<file path="config.mk">
export PLATFORM = sky130hd
export DESIGN_NAME = e3m_monitor
export DESIGN_NICKNAME = d
export VERILOG_FILES = /design/src/include/e3m_pkg.sv /design/src/rtl/e3m_sync.sv /design/src/rtl/e3m_monitor.sv
export SDC_FILE = /design/constraint.sdc
export NUM_CORES = 1
export LEC_CHECK = 0
export ABC_AREA = 0
export BUFFER_PORTS_ARGS = -buffer_cell sky130_fd_sc_hd__buf_2
export CAP_MARGIN = 30
export CORE_UTILIZATION = 38
export DETAILED_ROUTE_END_ITERATION = 10
export GPL_TIMING_DRIVEN = 1
export PLACE_DENSITY = 0.61
export SETUP_SLACK_MARGIN = 0.3
export SYNTH_ARGS = -nofsm -noshare
export SYNTH_HDL_FRONTEND = slang
export SYNTH_SLANG_ARGS = --single-unit
</file>
<file path="constraint.sdc">
create_clock -name core_clk -period 4.4 [get_ports core_clk]
set_input_delay 0.22 -clock core_clk [delete_from_list [all_inputs] [get_ports core_clk]]
set_output_delay 0.22 -clock core_clk [all_outputs]
set_load 0.02 [all_outputs]
</file>
<file path="src/include/e3m_pkg.sv">
// constants, register map and types of the e3 receive sync and alarm monitor
package e3m_pkg;

	// ----------------------------------------
	// frame geometry
	// ----------------------------------------
	localparam logic [12:0] FRAME_LAST = 13'd4295;
	localparam logic [15:0] FA_WORD = 16'hf628;
	localparam logic [12:0] CNT_ZERO = 13'h0000;
	localparam logic [12:0] CNT_ONE = 13'h0001;

	// ----------------------------------------
	// register indices (byte address is four times the index)
	// ----------------------------------------
	localparam logic [7:0] IDX_IO_CONTROL = 8'h01;
	localparam logic [7:0] IDX_RX_STATUS = 8'h11;
	localparam logic [7:0] IDX_EVENT = 8'h14;
	localparam logic [7:0] IDX_ERR_HIGH = 8'h52;
	localparam logic [7:0] IDX_ERR_LOW = 8'h53;

	// ----------------------------------------
	// field positions and reset values
	// ----------------------------------------
	localparam int IO_REFRAME_BIT = 0;
	localparam logic [7:0] IO_CONTROL_RESET = 8'ha0;
	localparam logic [7:0] IO_CONTROL_WMASK = 8'hbe;
	localparam int ST_DWELL_SEL_BIT = 7;
	localparam int EV_OOF_BIT = 3;
	localparam int EV_LOF_BIT = 2;
	localparam int EV_LOS_BIT = 1;
	localparam int EV_AIS_BIT = 0;

	// ----------------------------------------
	// alarm thresholds
	// ----------------------------------------
	localparam logic [4:0] DWELL_LONG = 5'h18;
	localparam logic [4:0] DWELL_SHORT = 5'h08;
	localparam logic [2:0] OOF_BAD_FRAMES = 3'h4;
	localparam logic [5:0] LOS_ZERO_RUN = 6'h20;
	localparam logic [5:0] LOS_CLEAR_SPAN = 6'h20;
	localparam logic [5:0] LOS_BAD_RUN = 6'h04;
	localparam logic [3:0] AIS_MAX_ZEROS = 4'h7;
	localparam logic [15:0] ERR_MAX = 16'hffff;

	typedef enum logic [1:0] {FS_IN_FRAME, FS_OOF, FS_LOF} e3m_frame_state_type;

endpackage

</file>
<file path="src/rtl/e3m_sync.sv">
// two flip-flop synchroniser for the line-side inputs
`timescale 1ns/10ps
module e3m_sync
(
	input wire logic core_clk, // system clock
	input wire logic rst_n, // asynchronous reset, active low
	input wire logic [3:0] async_in, // inputs from the line side
	output logic [3:0] sync_out // synchronised copy
);
	logic [3:0] meta_q;
	logic [3:0] stable_q;

	always_ff @(posedge core_clk or negedge rst_n)
	begin
		if (!rst_n)
		begin
			meta_q <= 4'h0;
			stable_q <= 4'h0;
		end
		else
		begin
			meta_q <= async_in;
			stable_q <= meta_q;
		end
	end

	assign sync_out = stable_q;
endmodule

</file>
<file path="src/rtl/e3m_monitor.sv">
// e3 receive frame sync and alarm monitor with a classic wishbone register slave
//
// Operation
// RQ1: writing one to io_control bit 0 restarts the alignment word search
// RQ2: a reframe command drives both frame indication pins high
// RQ3: a reframe command sets the out-of-frame and loss-of-frame event flags
// RQ4: a reframe command sets status bits 6 and 5 at 0x11
// RQ5: 16-bit framing error count at 0x52/0x53, each byte clears on read
// RQ6: frame pins encode 00 in frame, 01 out of frame, 11 lost; never 10
// RQ7: 32 consecutive zero bits or the external input declare loss of signal
// RQ8: loss of signal drives its pin high and sets status bit 4
// RQ9: each loss of signal change sets event bit 1 at 0x14
// RQ10: loss of signal clears after 32 bits with no run of 4 zeros
// RQ11: clearing loss of signal sets the event, clears bit 4 and the pin
// RQ12: two consecutive frames with at most 7 zeros declare the all-ones alarm
// RQ13: each all-ones alarm change sets event bit 0 at 0x14
// RQ14: while all-ones alarm holds, its pin and status bit 3 are high
// RQ15: two consecutive frames with 8 or more zeros clear the all-ones alarm
// RQ16: clearing all-ones alarm drops its pin and status bit 3
// RQ17: status bit 7 picks out-of-frame dwell of 24 (0) or 8 (1) frames
// RQ18: four bad alignment frames in a row leave frame; every bad one counts
// RQ19: entering frame sets both events and drops both frame pins and bits
// RQ20: the framing error count saturates instead of wrapping
`timescale 1ns/10ps
module e3m_monitor
(
	input wire logic core_clk, // system clock, 20 MHz
	input wire logic rst_n, // asynchronous reset, active low
	input wire logic wb_cyc_i, // wishbone cycle
	input wire logic wb_stb_i, // wishbone strobe
	input wire logic wb_we_i, // wishbone write enable
	input wire logic [31:0] wb_adr_i, // wishbone byte address
	input wire logic [3:0] wb_sel_i, // wishbone byte lane select
	input wire logic [31:0] wb_dat_i, // wishbone write data
	output logic [31:0] wb_dat_o, // wishbone read data
	output logic wb_ack_o, // wishbone acknowledge
	input wire logic rx_line_clk, // receive line clock from the line interface
	input wire logic rx_positive_line_data, // positive rail line data
	input wire logic rx_negative_line_data, // negative rail line data
	input wire logic external_signal_loss_input, // loss of signal from the line interface
	output logic out_of_frame_indication, // out of frame pin
	output logic loss_of_frame_indication, // loss of frame pin
	output logic loss_of_signal_indication, // loss of signal pin
	output logic all_ones_alarm_indication // all-ones alarm pin
);
	import e3m_pkg::*;

	// ----------------------------------------
	// state
	// ----------------------------------------
	typedef struct packed {
		e3m_frame_state_type fr_state;
		logic [15:0] shift;
		logic [12:0] bit_cnt;
		logic [2:0] bad_frames;
		logic [4:0] dwell;
		logic [15:0] err_cnt;
		logic [5:0] zero_run;
		logic [5:0] good_span;
		logic los_line;
		logic loss_of_signal;
		logic [12:0] ais_bit_cnt;
		logic [3:0] ais_zeros;
		logic ais_prev_low;
		logic all_ones_alarm;
		logic [7:0] events;
		logic [7:0] io_ctrl;
		logic dwell_sel;
		logic clk_prev;
		logic reframe;
		logic ack;
		logic [7:0] dat;
	} e3m_state_type;

	localparam e3m_state_type STATE_RESET = '{
		fr_state: FS_LOF, shift: 16'h0000, bit_cnt: 13'h0000, bad_frames: 3'h0, dwell: 5'h00,
		err_cnt: 16'h0000, zero_run: 6'h00, good_span: 6'h00, los_line: 1'b0, loss_of_signal: 1'b0,
		ais_bit_cnt: 13'h0000, ais_zeros: 4'h0, ais_prev_low: 1'b0, all_ones_alarm: 1'b0, events: 8'h00,
		io_ctrl: IO_CONTROL_RESET, dwell_sel: 1'b0, clk_prev: 1'b0, reframe: 1'b0, ack: 1'b0,
		dat: 8'h00};

	e3m_state_type s_q;
	e3m_state_type s_d;
	logic [3:0] sync_in;
	logic [3:0] sync_q;
	logic line_clk_s;
	logic pos_s;
	logic neg_s;
	logic ext_los_s;

	// ----------------------------------------
	// line-side synchronisers
	// ----------------------------------------
	assign sync_in = {external_signal_loss_input, rx_negative_line_data, rx_positive_line_data, rx_line_clk};

	e3m_sync u_sync
	(
		.core_clk(core_clk),
		.rst_n(rst_n),
		.async_in(sync_in),
		.sync_out(sync_q)
	);

	assign line_clk_s = sync_q[0];
	assign pos_s = sync_q[1];
	assign neg_s = sync_q[2];
	assign ext_los_s = sync_q[3];

	// ----------------------------------------
	// next state
	// ----------------------------------------
	logic bus_req;
	logic rd;
	logic wr;
	logic [7:0] idx;
	logic line_edge;
	logic bit_in;
	logic [15:0] shift_n;
	logic [7:0] ev_set;
	logic err_inc;
	logic [4:0] dwell_limit;
	logic [5:0] zr_n;
	logic [3:0] az_n;
	logic frame_low;

	always_comb
	begin
		s_d = s_q;
		bus_req = wb_cyc_i & wb_stb_i & ~s_q.ack;
		rd = bus_req & ~wb_we_i;
		wr = bus_req & wb_we_i & wb_sel_i[0];
		idx = wb_adr_i[9:2];
		line_edge = line_clk_s & ~s_q.clk_prev;
		bit_in = pos_s | neg_s;
		shift_n = {s_q.shift[14:0], bit_in};
		ev_set = 8'h00;
		err_inc = 1'b0;
		dwell_limit = s_q.dwell_sel ? DWELL_SHORT : DWELL_LONG; // RQ17
		zr_n = s_q.zero_run;
		az_n = s_q.ais_zeros;
		frame_low = 1'b0;

		s_d.ack = bus_req;
		s_d.clk_prev = line_clk_s;
		s_d.reframe = wr && idx == IDX_IO_CONTROL && wb_dat_i[IO_REFRAME_BIT]; // RQ1

		// register writes
		if (wr && idx == IDX_IO_CONTROL)
			s_d.io_ctrl = wb_dat_i[7:0] & IO_CONTROL_WMASK;
		if (wr && idx == IDX_RX_STATUS)
			s_d.dwell_sel = wb_dat_i[ST_DWELL_SEL_BIT];

		// register reads, taken with the acknowledge
		if (rd)
		begin
			case (idx)
				IDX_IO_CONTROL: s_d.dat = s_q.io_ctrl;
				IDX_RX_STATUS: s_d.dat = {s_q.dwell_sel, loss_of_frame_indication, out_of_frame_indication,
					s_q.loss_of_signal, s_q.all_ones_alarm, 3'h0}; // RQ4 RQ8 RQ14
				IDX_EVENT: s_d.dat = s_q.events;
				IDX_ERR_HIGH: s_d.dat = s_q.err_cnt[15:8]; // RQ5
				IDX_ERR_LOW: s_d.dat = s_q.err_cnt[7:0]; // RQ5
				default: s_d.dat = 8'h00;
			endcase
		end

		if (line_edge)
		begin
			// frame search and maintenance
			s_d.shift = shift_n;
			case (s_q.fr_state)
				FS_IN_FRAME:
				begin
					if (s_q.bit_cnt == FRAME_LAST)
					begin
						s_d.bit_cnt = CNT_ZERO;
						if (shift_n != FA_WORD)
						begin
							err_inc = 1'b1; // RQ18
							s_d.bad_frames = s_q.bad_frames + 3'h1;
							if (s_q.bad_frames + 3'h1 == OOF_BAD_FRAMES) // RQ18
							begin
								s_d.fr_state = FS_OOF;
								s_d.bad_frames = 3'h0;
								s_d.dwell = 5'h00;
								ev_set[EV_OOF_BIT] = 1'b1;
							end
						end
						else
							s_d.bad_frames = 3'h0;
					end
					else
						s_d.bit_cnt = s_q.bit_cnt + CNT_ONE;
				end
				FS_OOF, FS_LOF:
				begin
					if (shift_n == FA_WORD)
					begin
						s_d.fr_state = FS_IN_FRAME; // RQ19
						s_d.bit_cnt = CNT_ZERO;
						s_d.bad_frames = 3'h0;
						ev_set[EV_OOF_BIT] = 1'b1; // RQ19
						ev_set[EV_LOF_BIT] = 1'b1; // RQ19
					end
					else if (s_q.bit_cnt == FRAME_LAST)
					begin
						s_d.bit_cnt = CNT_ZERO;
						if (s_q.fr_state == FS_OOF)
						begin
							s_d.dwell = s_q.dwell + 5'h01;
							if (s_q.dwell + 5'h01 >= dwell_limit) // RQ17
							begin
								s_d.fr_state = FS_LOF;
								ev_set[EV_LOF_BIT] = 1'b1;
							end
						end
					end
					else
						s_d.bit_cnt = s_q.bit_cnt + CNT_ONE;
				end
				default: s_d.fr_state = FS_LOF;
			endcase

			// loss of signal on the line data
			if (bit_in)
				zr_n = 6'h00;
			else if (s_q.zero_run != LOS_ZERO_RUN)
				zr_n = s_q.zero_run + 6'h01;
			s_d.zero_run = zr_n;
			if (zr_n >= LOS_BAD_RUN)
				s_d.good_span = 6'h00; // RQ10
			else if (s_q.good_span != LOS_CLEAR_SPAN)
				s_d.good_span = s_q.good_span + 6'h01;
			if (zr_n == LOS_ZERO_RUN)
				s_d.los_line = 1'b1; // RQ7
			else if (s_d.good_span == LOS_CLEAR_SPAN)
				s_d.los_line = 1'b0; // RQ10

			// all-ones alarm, zeros counted per free-running frame
			if (!bit_in && s_q.ais_zeros != AIS_MAX_ZEROS + 4'h1)
				az_n = s_q.ais_zeros + 4'h1;
			if (s_q.ais_bit_cnt == FRAME_LAST)
			begin
				s_d.ais_bit_cnt = CNT_ZERO;
				s_d.ais_zeros = 4'h0;
				frame_low = az_n <= AIS_MAX_ZEROS;
				if (frame_low && s_q.ais_prev_low)
					s_d.all_ones_alarm = 1'b1; // RQ12
				else if (!frame_low && !s_q.ais_prev_low)
					s_d.all_ones_alarm = 1'b0; // RQ15 RQ16
				s_d.ais_prev_low = frame_low;
			end
			else
			begin
				s_d.ais_bit_cnt = s_q.ais_bit_cnt + CNT_ONE;
				s_d.ais_zeros = az_n;
			end
		end

		// software reframe overrides the framer
		if (s_q.reframe)
		begin
			s_d.fr_state = FS_LOF; // RQ1 RQ2 RQ4
			s_d.bit_cnt = CNT_ZERO;
			s_d.bad_frames = 3'h0;
			s_d.dwell = 5'h00;
			ev_set[EV_OOF_BIT] = 1'b1; // RQ3
			ev_set[EV_LOF_BIT] = 1'b1; // RQ3
		end

		s_d.loss_of_signal = s_d.los_line | ext_los_s; // RQ7
		if (s_d.loss_of_signal != s_q.loss_of_signal)
			ev_set[EV_LOS_BIT] = 1'b1; // RQ9 RQ11
		if (s_d.all_ones_alarm != s_q.all_ones_alarm)
			ev_set[EV_AIS_BIT] = 1'b1; // RQ13

		// event flags clear on read; a new event wins over the clear
		s_d.events = ((rd && idx == IDX_EVENT) ? 8'h00 : s_q.events) | ev_set;

		// error count: each byte clears when read, saturating increment
		if (rd && idx == IDX_ERR_HIGH)
			s_d.err_cnt[15:8] = 8'h00; // RQ5
		if (rd && idx == IDX_ERR_LOW)
			s_d.err_cnt[7:0] = 8'h00; // RQ5
		if (err_inc && s_d.err_cnt != ERR_MAX)
			s_d.err_cnt = s_d.err_cnt + 16'h0001; // RQ18 RQ20
	end

	always_ff @(posedge core_clk or negedge rst_n)
	begin
		if (!rst_n)
			s_q <= STATE_RESET;
		else
			s_q <= s_d;
	end

	// ----------------------------------------
	// outputs
	// ----------------------------------------
	assign out_of_frame_indication = s_q.fr_state != FS_IN_FRAME; // RQ6
	assign loss_of_frame_indication = s_q.fr_state == FS_LOF; // RQ6
	assign loss_of_signal_indication = s_q.loss_of_signal; // RQ8 RQ11
	assign all_ones_alarm_indication = s_q.all_ones_alarm; // RQ14 RQ16
	assign wb_ack_o = s_q.ack;
	assign wb_dat_o = {24'h000000, s_q.dat};
endmodule

</file>
# Yosys cells after proc, flatten, opt, wreduce, memory -nomap -nowiden
# Cells that the tools add are included.
totals:
  input_bits: 77
  regBits: 122
  word_cells: 161
classes:
  n_mux: 62
  n_reduce_logical: 23
  n_eq_ne: 30
  order_cmp: 3
  addsub: 8
  bitwise: 12
op_table:
  columns: ["operator", "count"]
  rows:
  - ["one-hot mux 21 bit (2 select lines)", 1]
  - ["2-to-1 mux 8 bit", 5]
  - ["one-hot mux 8 bit (5 select lines)", 1]
  - ["2-to-1 mux 39 bit", 1]
  - ["2-to-1 mux 6 bit", 6]
  - ["!= test 16 bit (second input constant)", 2]
  - ["adder 13 x 1 -> 13 bit (second input constant)", 2]
  - ["equality test 13 bit (second input constant)", 2]
  - ["2-to-1 mux 13 bit", 2]
  - ["2-to-1 mux 5 bit", 5]
  - ["2-to-1 mux 1 bit", 22]
  - ["2-to-1 mux 21 bit", 1]
  - ["!= test 3 bit (second input constant)", 7]
  - ["2-to-1 mux 2 bit", 10]
  - ["2-to-1 mux 17 bit", 1]
  - ["adder 16 x 1 -> 16 bit (second input constant)", 1]
  - ["equality test 16 bit (second input constant)", 1]
  - ["equality test 8 x 5 -> 1 bit (second input constant)", 2]
  - ["equality test 8 x 7 -> 1 bit (second input constant)", 2]
  - ["2-to-1 mux 16 bit", 1]
  - ["!= test 4 bit (second input constant)", 4]
  - ["adder 6 x 1 -> 6 bit (second input constant)", 2]
  - ["equality test 6 bit (second input constant)", 2]
  - ["!= test 6 bit (second input constant)", 2]
  - ["29 further kinds", 53]

# Longest topological paths before layout
# Gate-level depths: netlist (run 1).
logic_depth:
  word_depth: 15
  ltp_mapped: 10
  depth_no_buf: 10

# Hierarchy
# A second synthesis (run 1) with hierarchy kept.
unflattened:
  cells_unflattened: 681
  hier_area_um2: 6462.4
by_module_without_submodules:
  columns: ["mod", "cells_per_inst", "seq_area_each_um2", "area_each_um2", "n_inst"]
  rows:
  - ["e3m_monitor", 673, 2731.4, 6262.3, 1]
  - ["e3m_sync", 8, 200.2, 200.2, 1]

# Worst setup path after synthesis (run 1)
# OpenSTA, ideal clock, no wires.
synth_path:
  path_type: "reg2reg"
  startpoint: "register s_q, in the netlist wb_ack_o"
  endpoint: "register s_q[62] in the netlist's numbering"
  setup_slack_ps: 1813
  stages_incl_launch_ff: 10
  required_time_ps: 4272
  synth_period_minus_slack_ps: 2587
  arrival_time_ps: 2459
  cell_sequence: "dfrtp_1 and4bb_2 nand4_1 and2_1 ha_1 nand3_1 nor4_2 or2_1 buf_2 mux2_1"
synth_lines:
  columns: ["item", "line_no", "source"]
  rows:
  - ["start, declared", "e3m_monitor.sv:82", "e3m_state_type s_q;"]
  - ["start signal, assigned", "e3m_monitor.sv:292", "s_q <= STATE_RESET;"]
  - ["start signal, assigned", "e3m_monitor.sv:294", "s_q <= s_d;"]

==> flow_metrics.env, run 1 <==
export IMPL_syn_area_um2=6370
export IMPL_synthAdderAreaFrac_pct=3.929
export IMPL_grt_pass1_vias=4830
export IMPL_synth_area_mux_share_pct=3.084
export IMPL_synth_seq_cells=117
export IMPL_vias=5012
export IMPL_r2r_start="wb_ack_o$_DFF_PN0_"
export IMPL_die_width_um=131.5
export IMPL_clk_path_buf_depth=2
export IMPL_area_growth_pct=14.57
export IMPL_grt_max_degree=44
export IMPL_ys_seq_area_share_pct=46.02
export IMPL_crit_path_end_kind="register"
export IMPL_intPower_mw=2.306
export IMPL_peakVddDrop_mv=0.2791
export IMPL_swShare_pct=25.39
export IMPL_min_delay_start="wb_stb_i"
export IMPL_max_cap_viol_count=0
export IMPL_p_seq_share_pct=41.9
export IMPL_crit_path_max_fanout=22
export IMPL_pwr_share_comb_pct=10.8
export IMPL_slowest_delay_ps=590
export IMPL_synth_edff_count=0
export IMPL_core_area_um2=16120
export IMPL_ant_nets=0
export IMPL_synth_xor_area_share_pct=4.125
export IMPL_gr_usage_all_layers_pct=16.45
export IMPL_yosys_area_share_simple_pct=23.59
export IMPL_cts_root_buffer="clkbuf_16"
export IMPL_hp_class="in -> reg"
export IMPL_num_nets_final=816
export IMPL_status="finished, final reports clean"
export IMPL_fin_crit_sh_pct=71.68
export IMPL_post_route_min_period_ps=3154
export IMPL_skew_ps=8.509
export IMPL_min_path_cells=3
export IMPL_instances_no_fill=948
export IMPL_worst_slew_pin_slew_ps=1054
export IMPL_die_height_um=131.5
export IMPL_h_tree_depth=4
export IMPL_worst_r2r_cell_count=9
export IMPL_drv_slew=0
export IMPL_gr_total_overflow=0
export IMPL_yosys_cell_types_count=72
export IMPL_dieArea_um2=17280
export IMPL_synth_async_reset_ratio_pct=100.0
export IMPL_drt_initial_drc_count=334
export IMPL_cts_tree="yes"
export IMPL_antenna_found_initial=0
export IMPL_synth_top_family_by_area="simple AND/OR/NAND/NOR gates"
export IMPL_synth_flop_cell="dfrtp_1"
export IMPL_yosysTopAreaCell="dfrtp_1"
export IMPL_rsz0062_at_grt="false"
export IMPL_relSlewSlack_pct=29.17
export IMPL_wl_per_cell_um=13.99
export IMPL_wl_mm=13.27
export IMPL_max_freq_mhz=317.1
export IMPL_setup_viol=0
export IMPL_worst_r2r_setup_slack_ps=1250
export IMPL_criticalPathCategory="reg -> reg"
export IMPL_power_leakage_nw=3.270
export IMPL_grt_pass1_wl_mm=22.90
export IMPL_r2r_end="s_q[76]$_DFF_PN0_"
export IMPL_synth_compound_area_share_pct=12.43
export IMPL_via_per_inst=5.287
export IMPL_cts_buffers=17
export IMPL_syn_area_per_cell_um2=9.286
export IMPL_p_clk_share_pct=47.2
export IMPL_cp_arrival_ps=3480
export IMPL_worstSetupStartpointType="register"
export IMPL_setup_tns_ps=0
export IMPL_clk_pin_slew_worst_paths_ps=50
export IMPL_critPathSlowestCell="and4bb_2"
export IMPL_io_pin_count=114
export IMPL_place_gp_congestion=0.9015
export IMPL_dp_hpwl_mm=9.243
export IMPL_layout_drive_gt1_share_pct=15.03
export IMPL_fillCellCount=1544
export IMPL_path_cells="and4bb_2 -> nand4_1 -> and2_1 -> ha_1 -> nand3_1 -> nor4_2 -> or2_1 -> nor4_1 -> mux2i_1"
export IMPL_port_buffer_count=37
export IMPL_dp_cells=911
export IMPL_start_util_pct=39.53
export IMPL_cts_sinks=117
export IMPL_synth_top_area_share_pct=44.78
export IMPL_antennaDiodeCount=0
export IMPL_worstPathRequired_ps=4730
export IMPL_drc_errors=0
export IMPL_postCtsSetupRepairBufs=0
export IMPL_synth_cells=686
export IMPL_first_pass_iters=5
export IMPL_finalHoldViolations=0
export IMPL_netlist_top_cells_area="dfrtp_1 45%, nand2_1 6.4%, ha_1 3.9%, buf_4 3.8%, nor2_1 3.2%"
export IMPL_synth_warnings=0
export IMPL_p_sw_uw=784.7
export IMPL_rows=46
export IMPL_clkLatencyLatePin_ps=420
export IMPL_p_per_area_nw_per_um2=423.4
export IMPL_min_to="wb_ack_o$_DFF_PN0_"
==> state kept, by name, indices dropped and copies added (netlist names) <==
register                   flops
u_sync.sync_out                4
s_q                           98
u_sync.meta_q                  4
loss_of_signal_indication      1
all_ones_alarm_indication      1
wb_dat_o                       8
wb_ack_o                       1
==> logic make-up (layout without fill, tap and decap cells) <==
group,after synthesis,after routing
AOI/OAI and AO/OA,118,118
xor gates and xnor gates,30,30
adders and majority gates,20,20
buffers and inverters,80,103
DFF,117,117
muxes,18,18
other,1,24
and+or+nand+nor,302,302
==> per-stage QoR <==
step / total power [mW] / setup WS, ps / instance area (um^2) / utilization (%) / hold WS [ps]
floorplan: 1.562 / 1813 / 6456 / - / -75.59
global placement: 1.620 / 1366 / 6621 / 41.09 / 218.8
finish: 3.090 / 1246 / 7298 / 45.29 / 40.10
detailed placement: 1.644 / 1284 / 6621 / 41.09 / 224.0
CTS: 3.133 / 1255 / 7298 / 45.29 / 16.42
global route: 3.250 / 1073 / 7298 / 45.29 / 30.74
==> per-layer routing <==
layer	track usage (%)	part of all wire (%)	vias up
met5	0	0	-
met4	7.364	1.9	0
met3	5.170	5.1	23
met2	26.84	47	147
met1	19.81	46	2407
li1	-	-	2435
==> worst max-delay path by stage <==
stage	start	depth (start not counted)	slack [ps]	end
2_1_floorplan	wb_ack_o$_DFF_PN0_	9	1810	s_q[62]$_DFF_PN0_
3_3_place_gp	wb_ack_o$_DFF_PN0_	9	1370	s_q[76]$_DFF_PN0_
3_5_place_dp	wb_ack_o$_DFF_PN0_	9	1280	s_q[76]$_DFF_PN0_
4_1_cts	wb_ack_o$_DFF_PN0_	9	1260	s_q[76]$_DFF_PN0_
5_1_grt	wb_ack_o$_DFF_PN0_	9	1070	s_q[76]$_DFF_PN0_
6_report	wb_ack_o$_DFF_PN0_	9	1250	s_q[76]$_DFF_PN0_
==> synth_stat cells (3+ instances only) <==
| cell type | number |
|---|---|
| xor2_1 | 9 |
| ha_1 | 20 |
| buf_1 | 3 |
| o21a_1 | 3 |
| a22o_1 | 5 |
| inv_1 | 22 |
| o31ai_1 | 7 |
| o21ai_0 | 40 |
| clkbuf_1 | 20 |
| mux2_2 | 12 |
| a21oi_1 | 20 |
| nor4_1 | 4 |
| and2_1 | 4 |
| nor3_1 | 24 |
| a31oi_1 | 11 |
| nand3_1 | 32 |
| nor4b_1 | 4 |
| nand2_1 | 109 |
| or3_1 | 8 |
| xnor2_1 | 21 |
| nor2_1 | 54 |
| dfstp_2 | 3 |
| nand4_1 | 17 |
| a222oi_1 | 4 |
| mux2i_1 | 5 |
| buf_4 | 32 |
| dfrtp_1 | 114 |
| nand2b_1 | 4 |
| and3_1 | 17 |
==> power groups by stage <==
stage          Clock (mW)  Sequential [mW]  Combinational, mW
5_1_grt              1.55             1.31              0.385
2_1_floorplan           0             1.28              0.285
3_3_place_gp            0             1.30              0.316
3_5_place_dp            0             1.31              0.333
6_report             1.46             1.30              0.335
4_1_cts              1.50             1.29              0.339
==> cell usage in the layout (no fill, tap or decap), drive strengths merged, types with 6 or more instances in the layout <==
master  count
nand4      17
nor2       54
nand3      32
xnor2      21
nand2     109
and2        6
nor4        7
and3       17
inv        22
ha         20
clkbuf     22
o31ai       7
mux2       13
o21ai      41
buf        44
or3         9
dfrtp     114
nor3       24
xor2        9
a31oi      11
conb       24
a21oi      20
==> worst max-delay path: cells and delay by family (launching register included) <==
family	cells	cell delay, ps
fa+ha+maj	1	250
flops	1	390
mux	1	250
simple gates	7	2160
==> area by class of cell <==
cell class	instances	area, um^2	area share [%]
clock inverter	10	152.6	2.092
multi-input combinational	512	3097	42.43
sequential	117	2932	40.17
tap	216	270.3	3.703
timing repair buffer	49	290.3	3.977
inverter	22	82.58	1.131
clock buffer	22	474.2	6.498
==> what timing repair did <==
| item | CTS | global route |
|---|---|---|
| endpoints found under the setup margin | 0 | 0 |
| hold buffers | 5 | 0 |
| resized for setup | 0 | 0 |
| endpoints found under the hold margin | 41 | 0 |
No activity file was read; power rests on OpenSTA's default activity.
==> inputs of run 2 (changes only) <==
--- a/config.mk
+++ b/config.mk
@@ -5,7 +5,7 @@
 export SDC_FILE = /design/constraint.sdc
 export NUM_CORES = 1
 export LEC_CHECK = 0
-export ABC_AREA = 0
+export ABC_AREA = 1
 export BUFFER_PORTS_ARGS = -buffer_cell sky130_fd_sc_hd__buf_2
 export CAP_MARGIN = 30
 export CORE_UTILIZATION = 38
==> constraint.sdc (replaced) <==
create_clock -name core_clk -period 2.95 [get_ports core_clk]
set_input_delay 0.1475 -clock core_clk [delete_from_list [all_inputs] [get_ports core_clk]]
set_output_delay 0.1475 -clock core_clk [all_outputs]
set_load 0.02 [all_outputs]
==> flow_metrics.env, run 2 <==
export IMPL_rsz0062_at_grt="false"
export IMPL_p_per_area_nw_per_um2=586.6
export IMPL_syn_area_per_cell_um2=7.968
export IMPL_cts_tree="yes"
export IMPL_core_area_um2=17240
export IMPL_post_place_ws_ps=359.3
export IMPL_fillCellCount=1680
export IMPL_min_to="s_q[11]$_DFFE_PN0P_"
export IMPL_synth_flop_cell="dfrtp_1"
export IMPL_syn_area_um2=6661
export IMPL_vias=5415
export IMPL_max_cap_viol_count=0
export IMPL_relSlewSlack_pct=55.10
export IMPL_gr_total_overflow=0
export IMPL_synthMostInstantiatedCell="nand2_1"
export IMPL_setup_slack_ps=498.5
export IMPL_antenna_found_initial=0
export IMPL_drt_initial_drc_count=363
export IMPL_min_path_cells=3
export IMPL_grt_max_degree=52
export IMPL_via_per_inst=4.788
export IMPL_rows=48
export IMPL_clkLatencyLatePin_ps=420
export IMPL_cts_sinks=117
export IMPL_die_width_um=134.4
export IMPL_netlist_top_cells_area="dfrtp_1 43%, nand2_1 11%, inv_1 6.4%, nand3_1 4.1%, o21ai_0 4.0%"
export IMPL_place_gp_congestion=0.8335
export IMPL_dp_hpwl_mm=10.00
export IMPL_synth_async_reset_ratio_pct=100.0
export IMPL_ant_nets=0
export IMPL_drv_slew=0
export IMPL_power_leakage_nw=3.925
export IMPL_area_growth_pct=16.00
export IMPL_dieArea_um2=18060
export IMPL_worstSetupStartpointType="input pin"
export IMPL_r2r_end="s_q[63]$_DFF_PN0_"
export IMPL_peakVddDrop_mv=0.3884
export IMPL_setup_viol=0
export IMPL_synth_cells=836
export IMPL_h_tree_depth=4
export IMPL_io_pin_count=114
export IMPL_crit_path_max_fanout=13
export IMPL_wl_per_cell_um=12.50
export IMPL_area_sequential_um2=2932
export IMPL_post_route_min_period_ps=2452
export IMPL_status="finished, final reports clean"
export IMPL_regMostFlops="s_q"
export IMPL_finalHoldViolations=0
export IMPL_min_delay_start="wb_sel_i[0]"
export IMPL_layout_cells_most_common="nand2_1"
export IMPL_r2r_start="wb_ack_o$_DFF_PN0_"
export IMPL_power_mw=4.533
export IMPL_multi_input_area_um2=3089
export IMPL_cts_root_buffer="clkbuf_16"
export IMPL_synthTopCellsByCount="187 x nand2_1, 114 x dfrtp_1, 113 x inv_1, 66 x nor2_1, 54 x nand3_1"
export IMPL_num_nets_final=991
export IMPL_slowest_delay_ps=530
export IMPL_max_freq_mhz=407.9
export IMPL_clk_pin_slew_worst_paths_ps=50
export IMPL_die_height_um=134.4
export IMPL_layout_drive_gt1_share_pct=13.91
export IMPL_worst_r2r_cell_count=14
export IMPL_worstPathRequired_ps=3250
export IMPL_setup_tns_ps=0
export IMPL_final_cell_mix="187 x nand2_1, 114 x dfrtp_1, 113 x inv_1"
export IMPL_first_pass_iters=5
export IMPL_cp_arrival_ps=2750
export IMPL_worst_slew_pin_slew_ps=667.4
export IMPL_synth_top_area_share_pct=42.82
export IMPL_crit_path_end_kind="register"
export IMPL_path_cells="dlygate4sd3_1 -> buf_2 -> nand2_1 -> nor2_2 -> nand2_2 -> nor2_8 -> nor2_2 -> ha_2 -> inv_1 -> nor4_2 -> nand2_1 -> nor2_2 -> nand4_2 -> nand2_4 -> inv_2 -> o21ai_0 -> nand2_1"
export IMPL_drc_errors=0
export IMPL_cts_buffers=17
export IMPL_port_buffer_count=37
export IMPL_yosysTopAreaCell="dfrtp_1"
export IMPL_ys_seq_area_share_pct=44.01
export IMPL_largest_register_ffs=98
export IMPL_gr_usage_all_layers_pct=16.86
export IMPL_synth_warnings=0
export IMPL_antennaDiodeCount=0
export IMPL_grt_pass1_vias=5093
export IMPL_critPathSlowestCell="dlygate4sd3_1"
export IMPL_clk_path_buf_depth=2
export IMPL_synth_edff_count=0
export IMPL_yosys_cell_types_count=51
export IMPL_worst_r2r_setup_slack_ps=580
export IMPL_fin_crit_sh_pct=83.10
export IMPL_grt_pass1_wl_mm=24.10
export IMPL_skew_ps=11.32
export IMPL_hp_class="in -> reg"
export IMPL_wl_mm=14.13
export IMPL_criticalPathCategory="in -> reg"
export IMPL_start_util_pct=38.65
export IMPL_synth_seq_cells=117
run 2: cell types whose count changed after synthesis, sizes merged, moves of 8 or more:
cell and delta:
and3 -16, nor2 +29, o22ai +10, xor2 +11, xnor2 -14, nand2 +85
clkbuf -10, mux2 -8, inv +95, nand4 +11, or3 -8, nand3 +22
o21ai +13
run 2: cell type report:
type,count,share of cell area (%)
multi-input combinational,579,39.98
sequential,117,37.94
clock buffer,24,6.234
inverter,118,5.748
timing repair buffer,61,5.214
tap,225,3.643
clock inverter,7,1.247
run 2: report_power, final:
part           switching, mW  internal, mW  total (mW)
clock                  0.722          1.31        2.03
sequential             0.144          1.77        1.91
combinational          0.368         0.226       0.594
run 2: per-stage QoR:
| stage | cell area (um^2) | util [%] | std cells | hold slack (ps) |
|---|---|---|---|---|
| 2_1_floorplan | 6748 | - | 859 | -148.1 |
| 3_3_place_gp | 6983 | 40.51 | 1085 | 219.8 |
| 3_5_place_dp | 6983 | 40.51 | 1085 | 216.5 |
| 4_1_cts | 7704 | 44.69 | 1130 | 141.1 |
| 5_1_grt | 7727 | 44.83 | 1131 | 165.8 |
| 6_report | 7727 | 44.83 | 1131 | 157.6 |
run 2: worst max path at each step:
stage | startpoint | slack, ps | end | cells past startpoint
6_report | wb_stb_i | 500 | s_q[63]$_DFF_PN0_ | 17
5_1_grt | wb_stb_i | 360 | s_q[63]$_DFF_PN0_ | 17
4_1_cts | wb_stb_i | 320 | s_q[63]$_DFF_PN0_ | 17
3_5_place_dp | wb_adr_i[4] | 360 | s_q[63]$_DFF_PN0_ | 17
3_3_place_gp | wb_adr_i[4] | 390 | s_q[63]$_DFF_PN0_ | 17
2_1_floorplan | wb_ack_o$_DFF_PN0_ | 560 | s_q[73]$_DFF_PN0_ | 15
run 2: kinds of logic after synthesis:
group                      share of synthesized area [%]
buffers and inverters                              11.19
muxes                                             0.8452
xor gates and xnor gates                           3.550
adders and majority gates                          3.757
DFF                                                44.01
other                                            0.05629
AOI/OAI and AO/OA                                  9.504
and+or+nand+nor                                    27.09
run 2: layer usage:
metal	share of wire [%]	global-route usage, %	vias to the layer above
met3	3.5	3.439	15
met2	45	26.05	116
li1	-	-	2784
met4	1.4	6.742	0
met5	0	0	-
met1	50	23.10	2500
run 2: timing repair:
action,in CTS,in global routing
setup buffers,0,1
cloned,0,0
endpoints found under the setup margin,1,16
hold buffers,14,0
hold endpoints to repair,58,0
pin swaps,0,1
resized for setup,1,4
run 2: critical path: cells and delay by family:
| family | cells | cell delay (ps) |
|---|---|---|
| AO/OA/AOI/OAI | 1 | 110 |
| adder cells (fa/ha/maj) | 1 | 220 |
| buffers and inverters | 4 | 860 |
| AND/OR/NAND/NOR | 11 | 1390 |
